### src/hw/mae_map.vh
`ifndef MAE_MAP_VH
`define MAE_MAP_VH
// ==================================================
// timing
`define MAE_CLK_NS 25
`define MAE_TICK_NS 10000000
`define MAE_PWR_WAIT_MS 100
`define MAE_TICK_MS 10
`define MAE_TICKS_PER_S 16'd100
// ==================================================
// wishbone word indices (byte address = index * 4)
`define MAE_OFS_CHAR 3'd0
`define MAE_OFS_STATUS 3'd1
`define MAE_OFS_GC 3'd2
`define MAE_OFS_TX 3'd3
`define MAE_OFS_SCFG_A 3'd4
`define MAE_OFS_SCFG_B 3'd5
// status fields
`define MAE_ST_BUSY 0
`define MAE_ST_RES_LSB 4
`define MAE_ST_HOOK 8
// ==================================================
// modem chip register addresses
`define MAE_MREG_BASE 8'he0
`define MAE_MREG_GC 8'he0
`define MAE_MREG_TX 8'he1
`define MAE_MREG_RX 8'he2
// general control words and bits
`define MAE_GC_RESET_WORD 16'h1180
`define MAE_GC_NORM_WORD 16'h1100
`define MAE_GC_IRQEN_BIT 6
`define MAE_GC_RST_BIT 7
`define MAE_GC_PWR_BIT 8
`define MAE_GC_HOOK_BIT 9
`define MAE_GC_EQU_BIT 10
`define MAE_GC_LOOP_BIT 11
`define MAE_GC_XTAL_BIT 12
// transmit mode word fields
`define MAE_TX_MODE_DTMF 4'h1
`define MAE_TX_LVL_0DB 3'h7
`define MAE_TX_LVL_M10DB5 3'h0
`define MAE_TX_UNUSED 4'h0
`define MAE_TX_DIGIT_ON 1'b1
`define MAE_TX_NO_TONE 16'h1e00
`define MAE_TONE_1209 4'h5
`define MAE_TONE_2100 4'ha
// ==================================================
// configuration register indices and reset values
`define MAE_SIDX_WAIT 8'd6
`define MAE_SIDX_TIMEOUT 8'd7
`define MAE_SIDX_TONE 8'd11
`define MAE_SIDX_EQU 8'd24
`define MAE_SIDX_TXS 8'd25
`define MAE_SIDX_RXS 8'd26
`define MAE_S6_RST 8'd2
`define MAE_S7_RST 8'd50
`define MAE_S11_RST 8'd10
`define MAE_S24_RST 8'd0
`define MAE_S25_RST 16'h1e00
`define MAE_S26_RST 16'h0000
`define MAE_STD_V22BIS 8'd0
`define MAE_X_BLIND 8'd1
// result codes
`define MAE_RES_NONE 2'd0
`define MAE_RES_CONNECT 2'd1
`define MAE_RES_NOCARR 2'd2
// ==================================================
// characters
`define MAE_CH_CR 8'h0d
`define MAE_CH_A 8'h41
`define MAE_CH_T 8'h54
`define MAE_CH_AT 8'h40
`define MAE_CH_R 8'h52
`define MAE_CH_E 8'h45
`define MAE_CH_F 8'h46
`define MAE_CH_B 8'h42
`define MAE_CH_X 8'h58
`define MAE_CH_H 8'h48
`define MAE_CH_S 8'h53
`define MAE_CH_D 8'h44
`define MAE_CH_W 8'h57
`define MAE_CH_EQ 8'h3d
`define MAE_CH_STAR 8'h2a
`define MAE_CH_HASH 8'h23
`define MAE_CH_0 8'h30
`define MAE_CH_9 8'h39
`define MAE_CH_Z 8'h5a
`define MAE_DLY_F2 16'd2
`endif

### src/hw/mae_at_ctrl.v
// How it works
// - standard select zero picks V.22 bis, default
// - calling mode one dials blind, default
// - dial: off-hook, wait wait-register seconds, dial
// - each tone lasts tone-register times 10 ms
// - carrier found reports CONNECT 2400
// - no carrier before timeout reports NO CARRIER
// - equaliser register steers equaliser bit, default off
// - transmitter configured from tx setup before call
// - receiver configured from rx setup before call
// - register write goes to E0 hex plus index
// - power-up writes 1180, waits 100 ms, writes 1100
// - control bits 7 reset, 8 power, 9 hook
// - crystal bit 12, no loopback, irq off
// - hook command one takes line off-hook
// - tx mode 0001 selects DTMF, bits 8-5 unused
// - tx level 111 is 0 dB, 000 -10.5
// - tone codes 0101 1209 Hz, 1010 2100 Hz
`timescale 1ns/1ps
`include "mae_map.vh"

module mae_at_ctrl #(
  parameter TICK_CYCLES = `MAE_TICK_NS / `MAE_CLK_NS
) (
  input wire clk,
  input wire rst,
  input wire wb_cyc_i,
  input wire wb_stb_i,
  input wire wb_we_i,
  input wire [3:0] wb_sel_i,
  input wire [7:0] wb_adr_i,
  input wire [31:0] wb_dat_i,
  output reg [31:0] wb_dat_o,
  output reg wb_ack_o,
  input wire carrier_detect,
  output reg modem_wr,
  output reg [7:0] modem_addr,
  output reg [15:0] modem_wdata,
  output wire off_hook,
  output reg [1:0] result_code
);

  // ==================================================
  // exec states
  localparam E_PWR1 = 4'd0;
  localparam E_PWRW = 4'd1;
  localparam E_PWR2 = 4'd2;
  localparam E_IDLE = 4'd3;
  localparam E_CFGTX = 4'd4;
  localparam E_CFGRX = 4'd5;
  localparam E_HOOK = 4'd6;
  localparam E_BLIND = 4'd7;
  localparam E_TONE = 4'd8;
  localparam E_TONEW = 4'd9;
  localparam E_GAP = 4'd10;
  localparam E_GAPW = 4'd11;
  localparam E_CARR = 4'd12;
  localparam E_HANG = 4'd13;
  localparam E_DELAY = 4'd14;
  // parser states
  localparam P_IDLE = 3'd0;
  localparam P_A = 3'd1;
  localparam P_LINE = 3'd2;
  localparam P_AT = 3'd3;
  localparam P_ATR = 3'd4;
  localparam P_ARG = 3'd5;
  // full-width values first, then cut on purpose to the counter widths
  localparam [31:0] TICK_LAST = TICK_CYCLES - 1;
  localparam [31:0] PWR_RATIO = `MAE_PWR_WAIT_MS / `MAE_TICK_MS;
  localparam [18:0] TICK_MAX = TICK_LAST[18:0];
  localparam [15:0] PWR_TICKS = PWR_RATIO[15:0];

  reg [3:0] e_st; // exec state
  reg [2:0] p_st; // parser state
  reg [7:0] cur_cmd; // pending command letter
  reg [15:0] num; // decimal accumulator
  reg [7:0] idx; // index before '='
  reg [3:0] dial_buf [0:15]; // dial digit codes
  reg [4:0] dcount; // digits stored
  reg [4:0] dptr; // digit being sent
  reg [7:0] std_sel; // communication standard
  reg [7:0] dial_mode; // calling characteristic
  reg [7:0] s_wait; // blind dial wait, seconds
  reg [7:0] s_tout; // connect timeout, seconds
  reg [7:0] s_tone; // tone length, 10 ms units
  reg [7:0] s_equ; // equaliser setting
  reg [15:0] s_txs; // transmitter setup word
  reg [15:0] s_rxs; // receiver setup word
  reg [15:0] gc; // last general control word
  reg [15:0] txm; // last tx mode word
  reg [18:0] pre; // 10 ms prescaler
  reg [15:0] wcnt; // ticks left to wait
  reg cd_s1, cd_s2; // carrier synchroniser
  wire tick;
  wire busy;
  wire [7:0] ch;
  wire is_digit, is_letter, is_term;
  wire wb_req, char_wr, launch, accept;
  wire [15:0] num_x10;
  wire [3:0] dig_val;
  wire [15:0] gc_call;
  wire [15:0] tone_word;

  assign off_hook = gc[`MAE_GC_HOOK_BIT];
  assign busy = (e_st != E_IDLE);
  assign tick = (pre == TICK_MAX);

  // ==================================================
  // character classification
  // fold lower case onto upper case
  assign ch = (wb_dat_i[7:0] >= 8'h61 && wb_dat_i[7:0] <= 8'h7a) ?
              (wb_dat_i[7:0] - 8'h20) : wb_dat_i[7:0];
  assign is_digit = (ch >= `MAE_CH_0) && (ch <= `MAE_CH_9);
  assign is_letter = (ch >= `MAE_CH_A) && (ch <= `MAE_CH_Z);
  assign is_term = is_letter || (ch == `MAE_CH_AT) || (ch == `MAE_CH_CR);
  assign dig_val = ch[3:0];
  assign num_x10 = {num[12:0], 3'b000} + {num[14:0], 1'b0};

  // ==================================================
  // wishbone handshake
  assign wb_req = wb_cyc_i && wb_stb_i && !wb_ack_o;
  assign char_wr = wb_req && wb_we_i && wb_sel_i[0] &&
                   (wb_adr_i[4:2] == `MAE_OFS_CHAR);
  // a terminator closes the pending command first, then is retried
  assign launch = char_wr && !busy && (p_st == P_ARG) && is_term;
  assign accept = char_wr && !busy && !launch;

  // ack waits for the parser on char writes, else next cycle
  always @(posedge clk or posedge rst) begin
    if (rst) begin
      wb_ack_o <= 1'b0;
    end else begin
      wb_ack_o <= wb_req && (!char_wr || accept);
    end
  end

  // registered read data
  always @(posedge clk or posedge rst) begin
    if (rst) begin
      wb_dat_o <= 32'h00000000;
    end else if (wb_req && !wb_we_i) begin
      case (wb_adr_i[4:2])
        `MAE_OFS_STATUS: wb_dat_o <= {23'h000000, off_hook, 2'b00,
                                      result_code, 3'b000, busy};
        `MAE_OFS_GC: wb_dat_o <= {16'h0000, gc};
        `MAE_OFS_TX: wb_dat_o <= {16'h0000, txm};
        `MAE_OFS_SCFG_A: wb_dat_o <= {dial_mode, s_tone, s_tout, s_wait};
        `MAE_OFS_SCFG_B: wb_dat_o <= {std_sel, s_equ, s_txs};
        default: wb_dat_o <= 32'h00000000;
      endcase
    end
  end

  // ==================================================
  // line parser
  // one char per accepted write; commands run in arrival order
  always @(posedge clk or posedge rst) begin
    if (rst) begin
      p_st <= P_IDLE;
      cur_cmd <= 8'h00;
      num <= 16'h0000;
      idx <= 8'h00;
      dcount <= 5'd0;
    end else if (launch) begin
      p_st <= P_LINE; // command handed to exec
    end else if (accept) begin
      case (p_st)
        P_IDLE: begin
          if (ch == `MAE_CH_A) p_st <= P_A;
        end
        P_A: begin
          p_st <= (ch == `MAE_CH_T) ? P_LINE : P_IDLE;
        end
        P_LINE: begin
          if (ch == `MAE_CH_CR) begin
            p_st <= P_IDLE;
          end else if (ch == `MAE_CH_AT) begin
            p_st <= P_AT;
          end else if (is_letter) begin
            cur_cmd <= ch;
            num <= 16'h0000;
            idx <= 8'h00;
            dcount <= 5'd0;
            p_st <= P_ARG;
          end
        end
        P_AT: begin
          if (ch == `MAE_CH_R) begin
            p_st <= P_ATR;
          end else if (ch == `MAE_CH_F) begin
            cur_cmd <= `MAE_CH_F;
            num <= 16'h0000;
            p_st <= P_ARG;
          end else begin
            p_st <= (ch == `MAE_CH_CR) ? P_IDLE : P_LINE;
          end
        end
        P_ATR: begin
          if (ch == `MAE_CH_E) begin
            cur_cmd <= `MAE_CH_W;
            num <= 16'h0000;
            idx <= 8'h00;
            p_st <= P_ARG;
          end else begin
            p_st <= (ch == `MAE_CH_CR) ? P_IDLE : P_LINE;
          end
        end
        P_ARG: begin
          // arguments; terminators never reach here
          if (cur_cmd == `MAE_CH_D) begin
            if ((is_digit || ch == `MAE_CH_STAR || ch == `MAE_CH_HASH) &&
                dcount != 5'd16) begin
              dcount <= dcount + 5'd1;
            end
          end else if (is_digit) begin
            num <= num_x10 + {12'h000, dig_val};
          end else if (ch == `MAE_CH_EQ) begin
            idx <= num[7:0];
            num <= 16'h0000;
          end
        end
        default: p_st <= P_IDLE;
      endcase
    end
  end

  // dial digit store, 0 -> 1010, * -> 1011, # -> 1100
  always @(posedge clk) begin
    if (accept && p_st == P_ARG && cur_cmd == `MAE_CH_D &&
        dcount != 5'd16) begin
      if (ch == `MAE_CH_STAR) dial_buf[dcount[3:0]] <= 4'hb;
      else if (ch == `MAE_CH_HASH) dial_buf[dcount[3:0]] <= 4'hc;
      else if (dig_val == 4'h0) dial_buf[dcount[3:0]] <= 4'ha;
      else if (is_digit) dial_buf[dcount[3:0]] <= dig_val;
    end
  end

  // ==================================================
  // timing and carrier input
  // carrier pin synchroniser
  always @(posedge clk or posedge rst) begin
    if (rst) begin
      cd_s1 <= 1'b0;
      cd_s2 <= 1'b0;
    end else begin
      cd_s1 <= carrier_detect;
      cd_s2 <= cd_s1;
    end
  end

  // prescaler restarts whenever a wait is loaded, except the carrier timeout
  always @(posedge clk or posedge rst) begin
    if (rst) begin
      pre <= 19'd0;
    end else if (modem_wr || launch || tick) begin
      pre <= 19'd0;
    end else begin
      pre <= pre + 19'd1;
    end
  end

  // general control for a call: crystal, powered, off-hook, equaliser
  assign gc_call = `MAE_GC_NORM_WORD | (16'h0001 << `MAE_GC_HOOK_BIT) |
                   ({15'h0000, s_equ[0]} << `MAE_GC_EQU_BIT);
  // dtmf mode, 0 dB, unused bits zero, digit code in low field
  assign tone_word = {`MAE_TX_MODE_DTMF, `MAE_TX_LVL_0DB,
                      `MAE_TX_UNUSED, `MAE_TX_DIGIT_ON,
                      dial_buf[dptr[3:0]]};

  // ==================================================
  // command execution and modem chip writes
  always @(posedge clk or posedge rst) begin
    if (rst) begin
      e_st <= E_PWR1;
      modem_wr <= 1'b0;
      modem_addr <= 8'h00;
      modem_wdata <= 16'h0000;
      gc <= 16'h0000;
      txm <= 16'h0000;
      wcnt <= 16'h0000;
      dptr <= 5'd0;
      result_code <= `MAE_RES_NONE;
      std_sel <= `MAE_STD_V22BIS;
      dial_mode <= `MAE_X_BLIND;
      s_wait <= `MAE_S6_RST;
      s_tout <= `MAE_S7_RST;
      s_tone <= `MAE_S11_RST;
      s_equ <= `MAE_S24_RST;
      s_txs <= `MAE_S25_RST;
      s_rxs <= `MAE_S26_RST;
    end else begin
      modem_wr <= 1'b0;
      case (e_st)
        E_PWR1: begin
          // chip reset request with power up
          modem_wr <= 1'b1;
          modem_addr <= `MAE_MREG_GC;
          modem_wdata <= `MAE_GC_RESET_WORD;
          gc <= `MAE_GC_RESET_WORD;
          wcnt <= PWR_TICKS;
          e_st <= E_PWRW;
        end
        E_PWRW: begin
          if (tick) wcnt <= wcnt - 16'd1;
          if (wcnt == 16'd0) e_st <= E_PWR2;
        end
        E_PWR2: begin
          modem_wr <= 1'b1;
          modem_addr <= `MAE_MREG_GC;
          modem_wdata <= `MAE_GC_NORM_WORD;
          gc <= `MAE_GC_NORM_WORD;
          e_st <= E_IDLE;
        end
        E_IDLE: begin
          if (launch) begin
            case (cur_cmd)
              `MAE_CH_B: std_sel <= num[7:0];
              `MAE_CH_X: dial_mode <= num[7:0];
              `MAE_CH_H: e_st <= E_HOOK;
              `MAE_CH_S: begin
                case (idx)
                  `MAE_SIDX_WAIT: s_wait <= num[7:0];
                  `MAE_SIDX_TIMEOUT: s_tout <= num[7:0];
                  `MAE_SIDX_TONE: s_tone <= num[7:0];
                  `MAE_SIDX_EQU: s_equ <= num[7:0];
                  `MAE_SIDX_TXS: s_txs <= num;
                  `MAE_SIDX_RXS: s_rxs <= num;
                  default: s_wait <= s_wait;
                endcase
              end
              `MAE_CH_W: begin
                // raw word to E0 hex plus index
                modem_wr <= 1'b1;
                modem_addr <= `MAE_MREG_BASE + idx;
                modem_wdata <= num;
                if (idx == 8'd0) gc <= num;
                if (idx == 8'd1) txm <= num;
              end
              `MAE_CH_F: begin
                if (num == `MAE_DLY_F2) begin
                  wcnt <= PWR_TICKS;
                  e_st <= E_DELAY;
                end
              end
              `MAE_CH_D: begin
                // configure, then go off-hook
                result_code <= `MAE_RES_NONE;
                dptr <= 5'd0;
                modem_wr <= 1'b1;
                modem_addr <= `MAE_MREG_TX;
                modem_wdata <= s_txs;
                txm <= s_txs;
                e_st <= E_CFGRX;
              end
              default: e_st <= E_IDLE;
            endcase
          end
        end
        E_CFGRX: begin
          modem_wr <= 1'b1;
          modem_addr <= `MAE_MREG_RX;
          modem_wdata <= s_rxs;
          e_st <= E_CFGTX;
        end
        E_CFGTX: begin
          // off-hook with equaliser choice, then blind wait
          modem_wr <= 1'b1;
          modem_addr <= `MAE_MREG_GC;
          modem_wdata <= gc_call;
          gc <= gc_call;
          wcnt <= s_wait * `MAE_TICKS_PER_S;
          e_st <= E_BLIND;
        end
        E_HOOK: begin
          modem_wr <= 1'b1;
          modem_addr <= `MAE_MREG_GC;
          modem_wdata <= (gc & ~(16'h0001 << `MAE_GC_HOOK_BIT)) |
                         ({15'h0000, num[0]} << `MAE_GC_HOOK_BIT);
          gc <= (gc & ~(16'h0001 << `MAE_GC_HOOK_BIT)) |
                ({15'h0000, num[0]} << `MAE_GC_HOOK_BIT);
          e_st <= E_IDLE;
        end
        E_BLIND: begin
          // no dial tone check, no busy check
          if (tick) wcnt <= wcnt - 16'd1;
          if (wcnt == 16'd0) e_st <= E_TONE;
        end
        E_TONE: begin
          if (dptr == dcount) begin
            wcnt <= s_tout * `MAE_TICKS_PER_S;
            e_st <= E_CARR;
          end else begin
            modem_wr <= 1'b1;
            modem_addr <= `MAE_MREG_TX;
            modem_wdata <= tone_word;
            txm <= tone_word;
            wcnt <= {8'h00, s_tone};
            e_st <= E_TONEW;
          end
        end
        E_TONEW: begin
          if (tick) wcnt <= wcnt - 16'd1;
          if (wcnt == 16'd0) e_st <= E_GAP;
        end
        E_GAP: begin
          modem_wr <= 1'b1;
          modem_addr <= `MAE_MREG_TX;
          modem_wdata <= `MAE_TX_NO_TONE;
          txm <= `MAE_TX_NO_TONE;
          wcnt <= {8'h00, s_tone};
          dptr <= dptr + 5'd1;
          e_st <= E_GAPW;
        end
        E_GAPW: begin
          if (tick) wcnt <= wcnt - 16'd1;
          if (wcnt == 16'd0) e_st <= E_TONE;
        end
        E_CARR: begin
          if (cd_s2) begin
            result_code <= `MAE_RES_CONNECT;
            e_st <= E_IDLE;
          end else if (wcnt == 16'd0) begin
            result_code <= `MAE_RES_NOCARR;
            e_st <= E_HANG;
          end else if (tick) begin
            wcnt <= wcnt - 16'd1;
          end
        end
        E_HANG: begin
          modem_wr <= 1'b1;
          modem_addr <= `MAE_MREG_GC;
          modem_wdata <= `MAE_GC_NORM_WORD;
          gc <= `MAE_GC_NORM_WORD;
          e_st <= E_IDLE;
        end
        E_DELAY: begin
          if (tick) wcnt <= wcnt - 16'd1;
          if (wcnt == 16'd0) e_st <= E_IDLE;
        end
        default: e_st <= E_IDLE;
      endcase
    end
  end

endmodule // mae_at_ctrl

### config.mk
export PLATFORM = sky130hd
export DESIGN_NAME = mae_at_ctrl
export DESIGN_NICKNAME = d
export VERILOG_FILES = /design/src/hw/mae_at_ctrl.v
export VERILOG_INCLUDE_DIRS = /design/src /design/src/hw
export SDC_FILE = /design/constraint.sdc
export NUM_CORES = 1
export LEC_CHECK = 0
export BUFFER_PORTS_ARGS = -buffer_cell sky130_fd_sc_hd__buf_2
export CORE_UTILIZATION = 59
export CTS_CLUSTER_DIAMETER = 40
export DETAILED_ROUTE_END_ITERATION = 16
export GPL_ROUTABILITY_DRIVEN = 0
export PLACE_DENSITY = 0.77
export SLEW_MARGIN = 10
export SYNTH_ARGS = -nofsm -noshare
export SYNTH_HDL_FRONTEND = slang
export SYNTH_SLANG_ARGS = --single-unit
### constraint.sdc
create_clock -name clk -period 17.92 [get_ports clk]
set_clock_uncertainty 0.15 [all_clocks]
set_input_delay 0.896 -clock clk [delete_from_list [all_inputs] [get_ports clk]]
set_output_delay 0.896 -clock clk [all_outputs]
set_load 0.03 [all_outputs]
# Word level (Yosys, flattened, before mapping)
# Memory sizes are Yosys's and may differ from the RTL's.
# Cells that the tools add are included.
# word_totals
n_memories,1
out_inout_bits,61
mem_bits_ro,0
reg_bits,258
wordCells,325
latchBits,0
ram_bits,64
input_bits,50
# classes
muxes,114
n_addsub,8
mul,2
order_cmp,6
bitwise,5
eq_ne,86
reduce_logical,76
div_mod_pow,0
shifts,0
# memory_table
memory,words,word_bits,rd,rd_clocked_by_memory_dff,write_ports,line_no,rtl
dial_buf,16,4,1,0,1,mae_at_ctrl.v:78,reg [3:0] dial_buf [0:15];
# op_table
operator,count
$mux 16,22
$pmux 32 s5,1
$mux 8,16
$pmux 16 s8,1
$pmux 16 s7,1
$eq 8x7->1 const B,13
$pmux 16 s5,1
$pmux 16 s2,2
$pmux 16 s4,1
$pmux 16 s3,1
$pmux 8 s3,2
$ne 2x2->1 const B,23
$mux 4,11
$pmux 4 s11,1
$reduce_and 4->1,11
$pmux 8 s5,1
$mux 5,7
$mux 3,10
$eq 4x4->1 const B,7
$mul 8x5->13 const B,2
$eq 8x5->1 const B,3
$eq 8x6->1 const B,3
$mux 1,21
$pmux 5 s2,2
other kinds (63),134

# Depth between registers and ports, before layout
# depth
ltp_word,18
mapped_depth,15
mapped_depth_nobuf,13

# Least setup slack after synthesis
# No wires, ideal clock.
# synth_timing
path_kind,input -> register
from,in wb_dat_i[2]
to,mem dial_buf[0][2] (data pin)
n_path_buf,3
cell_stages,11
setup_time_ps,336
path_slack_ps,13725
arrival_ps,3709
required_time_ps,17434
path_cell_list,buf_6 > or4_4 > o21ai_1 > a211oi_1 > a311o_1 > a21o_1 > buf_6 > and2_1 > buf_4 > nor4_1 > a21boi_0
# synth_between
elab_chain_cells,18
word_cells_on_any_way,42
classes_between,add/sub (1); order compare (6); eq/ne (4); mux (19); reduce/logical (12)
# synth_lines
element,line_no,rtl
start: declaration,mae_at_ctrl.v:32,"input wire [31:0] wb_dat_i,"
$ge 8x7->1 or $le 8x7->1 (tied branches),mae_at_ctrl.v:111,assign ch = (wb_dat_i[7:0] >= 8'h61 && wb_dat_i[7:0] <= 8'h7a) ?
$logic_and 1x1->1,mae_at_ctrl.v:111,
$mux 8 *,mae_at_ctrl.v:111,
$ge 8x7->1 (no source line) or $le 8x7->1 (tied branches),n/a,
$logic_and 1x1->1,mae_at_ctrl.v:114,assign is_letter = (ch >= `MAE_CH_A) && (ch <= `MAE_CH_Z);
$logic_or 1x1->1 (2 in a row),mae_at_ctrl.v:115,assign is_term = is_letter || (ch == `MAE_CH_AT) || (ch == `MAE_CH_CR);
$logic_and 1x1->1,mae_at_ctrl.v:125,assign launch = char_wr && !busy && (p_st == P_ARG) && is_term;
$logic_not 1->1,mae_at_ctrl.v:126,assign accept = char_wr && !busy && !launch;
$logic_and 1x1->1,mae_at_ctrl.v:126,
$logic_and 1x1->1,mae_at_ctrl.v:229,if (accept && p_st == P_ARG && cur_cmd == `MAE_CH_D &&
$logic_and 1x1->1 (no source line),n/a,
$logic_and 1x1->1,mae_at_ctrl.v:229,
$mux 1,mae_at_ctrl.v:229,
$mux 1 (not written as such),mae_at_ctrl.v:232,else if (ch == `MAE_CH_HASH) dial_buf[dcount[3:0]] <= 4'hc;
$mux 4 (no source line) (2 in a row),n/a,
$mux 4 (no source line) *,n/a,
end: declaration,mae_at_ctrl.v:78,
# Mark *: on every way between the ends. The rest lies on a longest branch, timed or not.

# Worst setup path in the final report
# layout_timing
from,reg e_st[2]
to,reg txm[12]
# layout_between
elab_chain_cells,7
word_cells_on_any_way,15
classes_between,eq/ne (8); mux (1); reduce/logical (6)
# layout_lines
element,line_no,rtl
start: declaration,mae_at_ctrl.v:73,reg [3:0] e_st;
start signal: assignment,mae_at_ctrl.v:274,e_st <= E_PWR1;
start signal: assignment,mae_at_ctrl.v:301,e_st <= E_PWRW;
start signal: assignment,mae_at_ctrl.v:305,if (wcnt == 16'd0) e_st <= E_PWR2;
$ne 4x2->1,mae_at_ctrl.v:105,assign busy = (e_st != E_IDLE);
$logic_not 1->1,mae_at_ctrl.v:125,
$logic_and 1x1->1 (3 in a row),mae_at_ctrl.v:125,
$ne 2x2->1 (no source line),n/a,
$reduce_and 5->1 (no source line),n/a,
end signal: assignment,mae_at_ctrl.v:337,if (idx == 8'd1) txm <= num;
end signal: assignment,mae_at_ctrl.v:352,txm <= s_txs;
end signal: assignment,mae_at_ctrl.v:396,txm <= tone_word;
end: declaration,mae_at_ctrl.v:90,reg [15:0] txm;
# Parallel ways exist; a longest one is shown, timed or not.
# A chain may end at the register's enable or synchronous reset.

==> flow_metrics.tcl <==
set metrics [dict create \
    hold_path.class "flop to flop" \
    viasPerCell 6.50 \
    cts_max_level 2 \
    synth-xor-area-share 0.0299 \
    die_w_um 176 \
    cts_inserted_buffers 44 \
    crit_chain "nand2b_1 > nor3_1 > and3b_1 > a31oi_2 > nand4_2 > a21boi_1 > o21ai_0" \
    syn_area_mm2 0.0179 \
    final_common_cell "dfrtp_1" \
    wl_per_cell_um 22.2 \
    p_leak_nw 9.25 \
    place_hpwl_um 32900 \
    finalHoldViolations 0 \
    cp-end-kind "flop" \
    drt_iter0_drc 1690 \
    synth_fa_ha_area_frac 0.0727 \
    finalWirelength_um 47800 \
    fin_crit_ns 4.34 \
    cts.repair.resized 0 \
    final_cell_mix "dfrtp_1, nor2_1, nand2_1" \
    dieArea_mm2 0.0310 \
    synth_cells 1680 \
    synth_top_flop_cell "dfrtp_1" \
    max-vdd-ir-drop_uv 93.4 \
    cts_root_buf "clkbuf_16" \
    crit_slowest_cell "nor3_1" \
    finalMaxSlewViolations 0 \
    total_power_mw 1.71 \
    finalSetupViolations 0 \
    max_stage_delay_ns 0.85 \
    yosysSeqAreaShare 0.470 \
    cts.sinks 322 \
    grt_pass1_wl_um 75900 \
    clk_latency_ns 0.54 \
    synth_compound_area_frac 0.158 \
    max_cap_viol_count 0 \
    dr.pass1.iters 5 \
    crit_fanout 23 \
    regArea_mm2 0.00839 \
    crit_family "simple AND/OR/NAND/NOR gates" \
    path_class "flop to flop" \
    syn-num-nets 1829 \
    avgSynthCellArea_um2 10.6 \
    power.density_mw_per_mm2 85.7 \
    drc 0 \
    setup_tns_ns 0 \
    worstPathArrival_ns 4.58 \
    antenna_found_initial 0 \
    grt_start_max_net_pins 130 \
    synth_cell_types 97 \
    fillers 2199 \
    required_ns 18.16 \
    hold_ws_ns 0.232 \
    initial_core_util 0.601 \
    async_flop_share 0.801 \
    muxShareOfSynthArea 0.0948 \
    die-height_um 176 \
    outcome "complete, no violations" \
    diodes 0 \
    synth_top_family_by_area "compound AO/OA/AOI/OAI gates" \
    ys_warn_count 0 \
    yosys.area_share.simple 0.138 \
    synth-edff-count 64 \
    path_clk_slew_ns 0.06 \
    final_util 0.673 \
    synth_area_leader_cell "dfrtp_1" \
    cts_tree "built" \
    overflow 0 \
    postCtsHoldBufs 0 \
    nNetsFinal 1873 \
    portBuffers 78 \
    synthTopCellsByArea "dfrtp_1, edfxtp_1, ha_1" \
    grtUsageTotal 0.315 \
    coreArea_mm2 0.0297 \
    fp-row-count 63 \
    grt_pass1_vias 13900 \
    cts_setup_buffers 0 \
    ys_seq_elements 322 \
    multi_input_area_mm2 0.00882 \
    layout-drive-gt1-share 0.181 \
    ios 111 \
    cts_max_path_buffers 3 \
    areaGrowthSynthToFinish_pct 11.9 \
    maxSlewHeadroom 0.206 \
    rsz0062_at_grt "no" \
    vias 14000 \
    yosysTopAreaCellShare 0.346 \
    fmax_mhz 230 \
    final_cells 2148 \
    ant_nets 0 \
    tightest_slew_ns 1.19 \
    path_buf_inv 0 \
    fin_crit_sh 0.242 \
    place_inst 2068 \
    cp-start-kind "flop" \
]
path summary, 6_finish.rpt:
path                                startpoint                   end  slack (ns)  depth (start not counted)
min                            cd_s1$_DFF_PP0_       cd_s2$_DFF_PP0_        0.23                          0
max                        e_st[2]$_DFFE_PP0P_   txm[12]$_DFFE_PP0P_       13.58                          7
min reg2reg                    cd_s1$_DFF_PP0_       cd_s2$_DFF_PP0_        0.23                          0
max in group asynchronous                  rst    gc[15]$_DFFE_PP0P_       15.66                          3
min in group asynchronous                  rst  wcnt[13]$_DFFE_PP0P_        0.38                          2
max reg2reg                e_st[2]$_DFFE_PP0P_   txm[12]$_DFFE_PP0P_       13.58                          7
logic make-up after synthesis:
kind of cell	count (synthesis)
compound gates	409
xor+xnor	61
fa+ha+maj	99
buf+inv	165
flops	322
mux	133
simple gates	491
through the flow:
step / cell area [µm²] / setup slack, ns
CTS: 20000 / 13.67
global placement: 18500 / 13.18
finish: 20000 / 13.58
detailed placement: 18500 / 13.14
floorplan: 17900 / 9.79
global route: 20000 / 13.34
cell usage after synthesis (13+ instances only):
cell	instances
dfrtp_1	247
nor2_1	144
nand2_1	125
o21ai_0	106
ha_1	91
mux2_2	79
clkbuf_1	76
a21oi_1	68
inv_1	67
edfxtp_1	64
nor3_1	48
xor2_1	36
a21o_1	29
a221oi_1	28
a22o_1	28
a22oi_1	26
xnor2_1	25
mux2i_1	24
nand3_1	24
mux4_2	20
nor2b_1	19
nand2b_1	18
nor4_1	18
and2_1	16
and3_1	13
power by group:
part | internal (mW) | switching (mW) | leakage, nW
Sequential | 0.755 | 0.00854 | 4.10
Combinational | 0.0164 | 0.0423 | 4.40
Clock | 0.547 | 0.343 | 0.745
Total | 1.32 | 0.394 | 9.25
final cells by class:
| type | instances | area share |
|---|---|---|
| timing repair buffer | 93 | 0.0252 |
| sequential | 322 | 0.420 |
| clock inverter | 30 | 0.0172 |
| clock buffer | 50 | 0.0582 |
| tap | 390 | 0.0244 |
| multi-input combinational | 1193 | 0.442 |
| inverter | 70 | 0.0135 |
state kept, by name, summed over array words and instances, names as in the netlist, 3 cells and up:
register and cells:
s_tone 8, dial_mode 8, s_wait 8, s_txs 16
txm 16, std_sel 8, dcount 5, modem_addr 8
idx 8, wcnt 16, wb_dat_o 32, dptr 5
num 16, s_rxs 16, dial_buf 64, modem_wdata 16
gc 16, cur_cmd 8, e_st 4, s_equ 8
pre 19, s_tout 8, p_st 3
metal layers:
metal / wire length, µm / GRT usage
met1: 19300 / 0.414
met2: 22800 / 0.515
met3: 3560 / 0.0560
met4: 2130 / 0.135
met5: 0 / 0
Note: power is estimated with default switching activity, not from simulation.
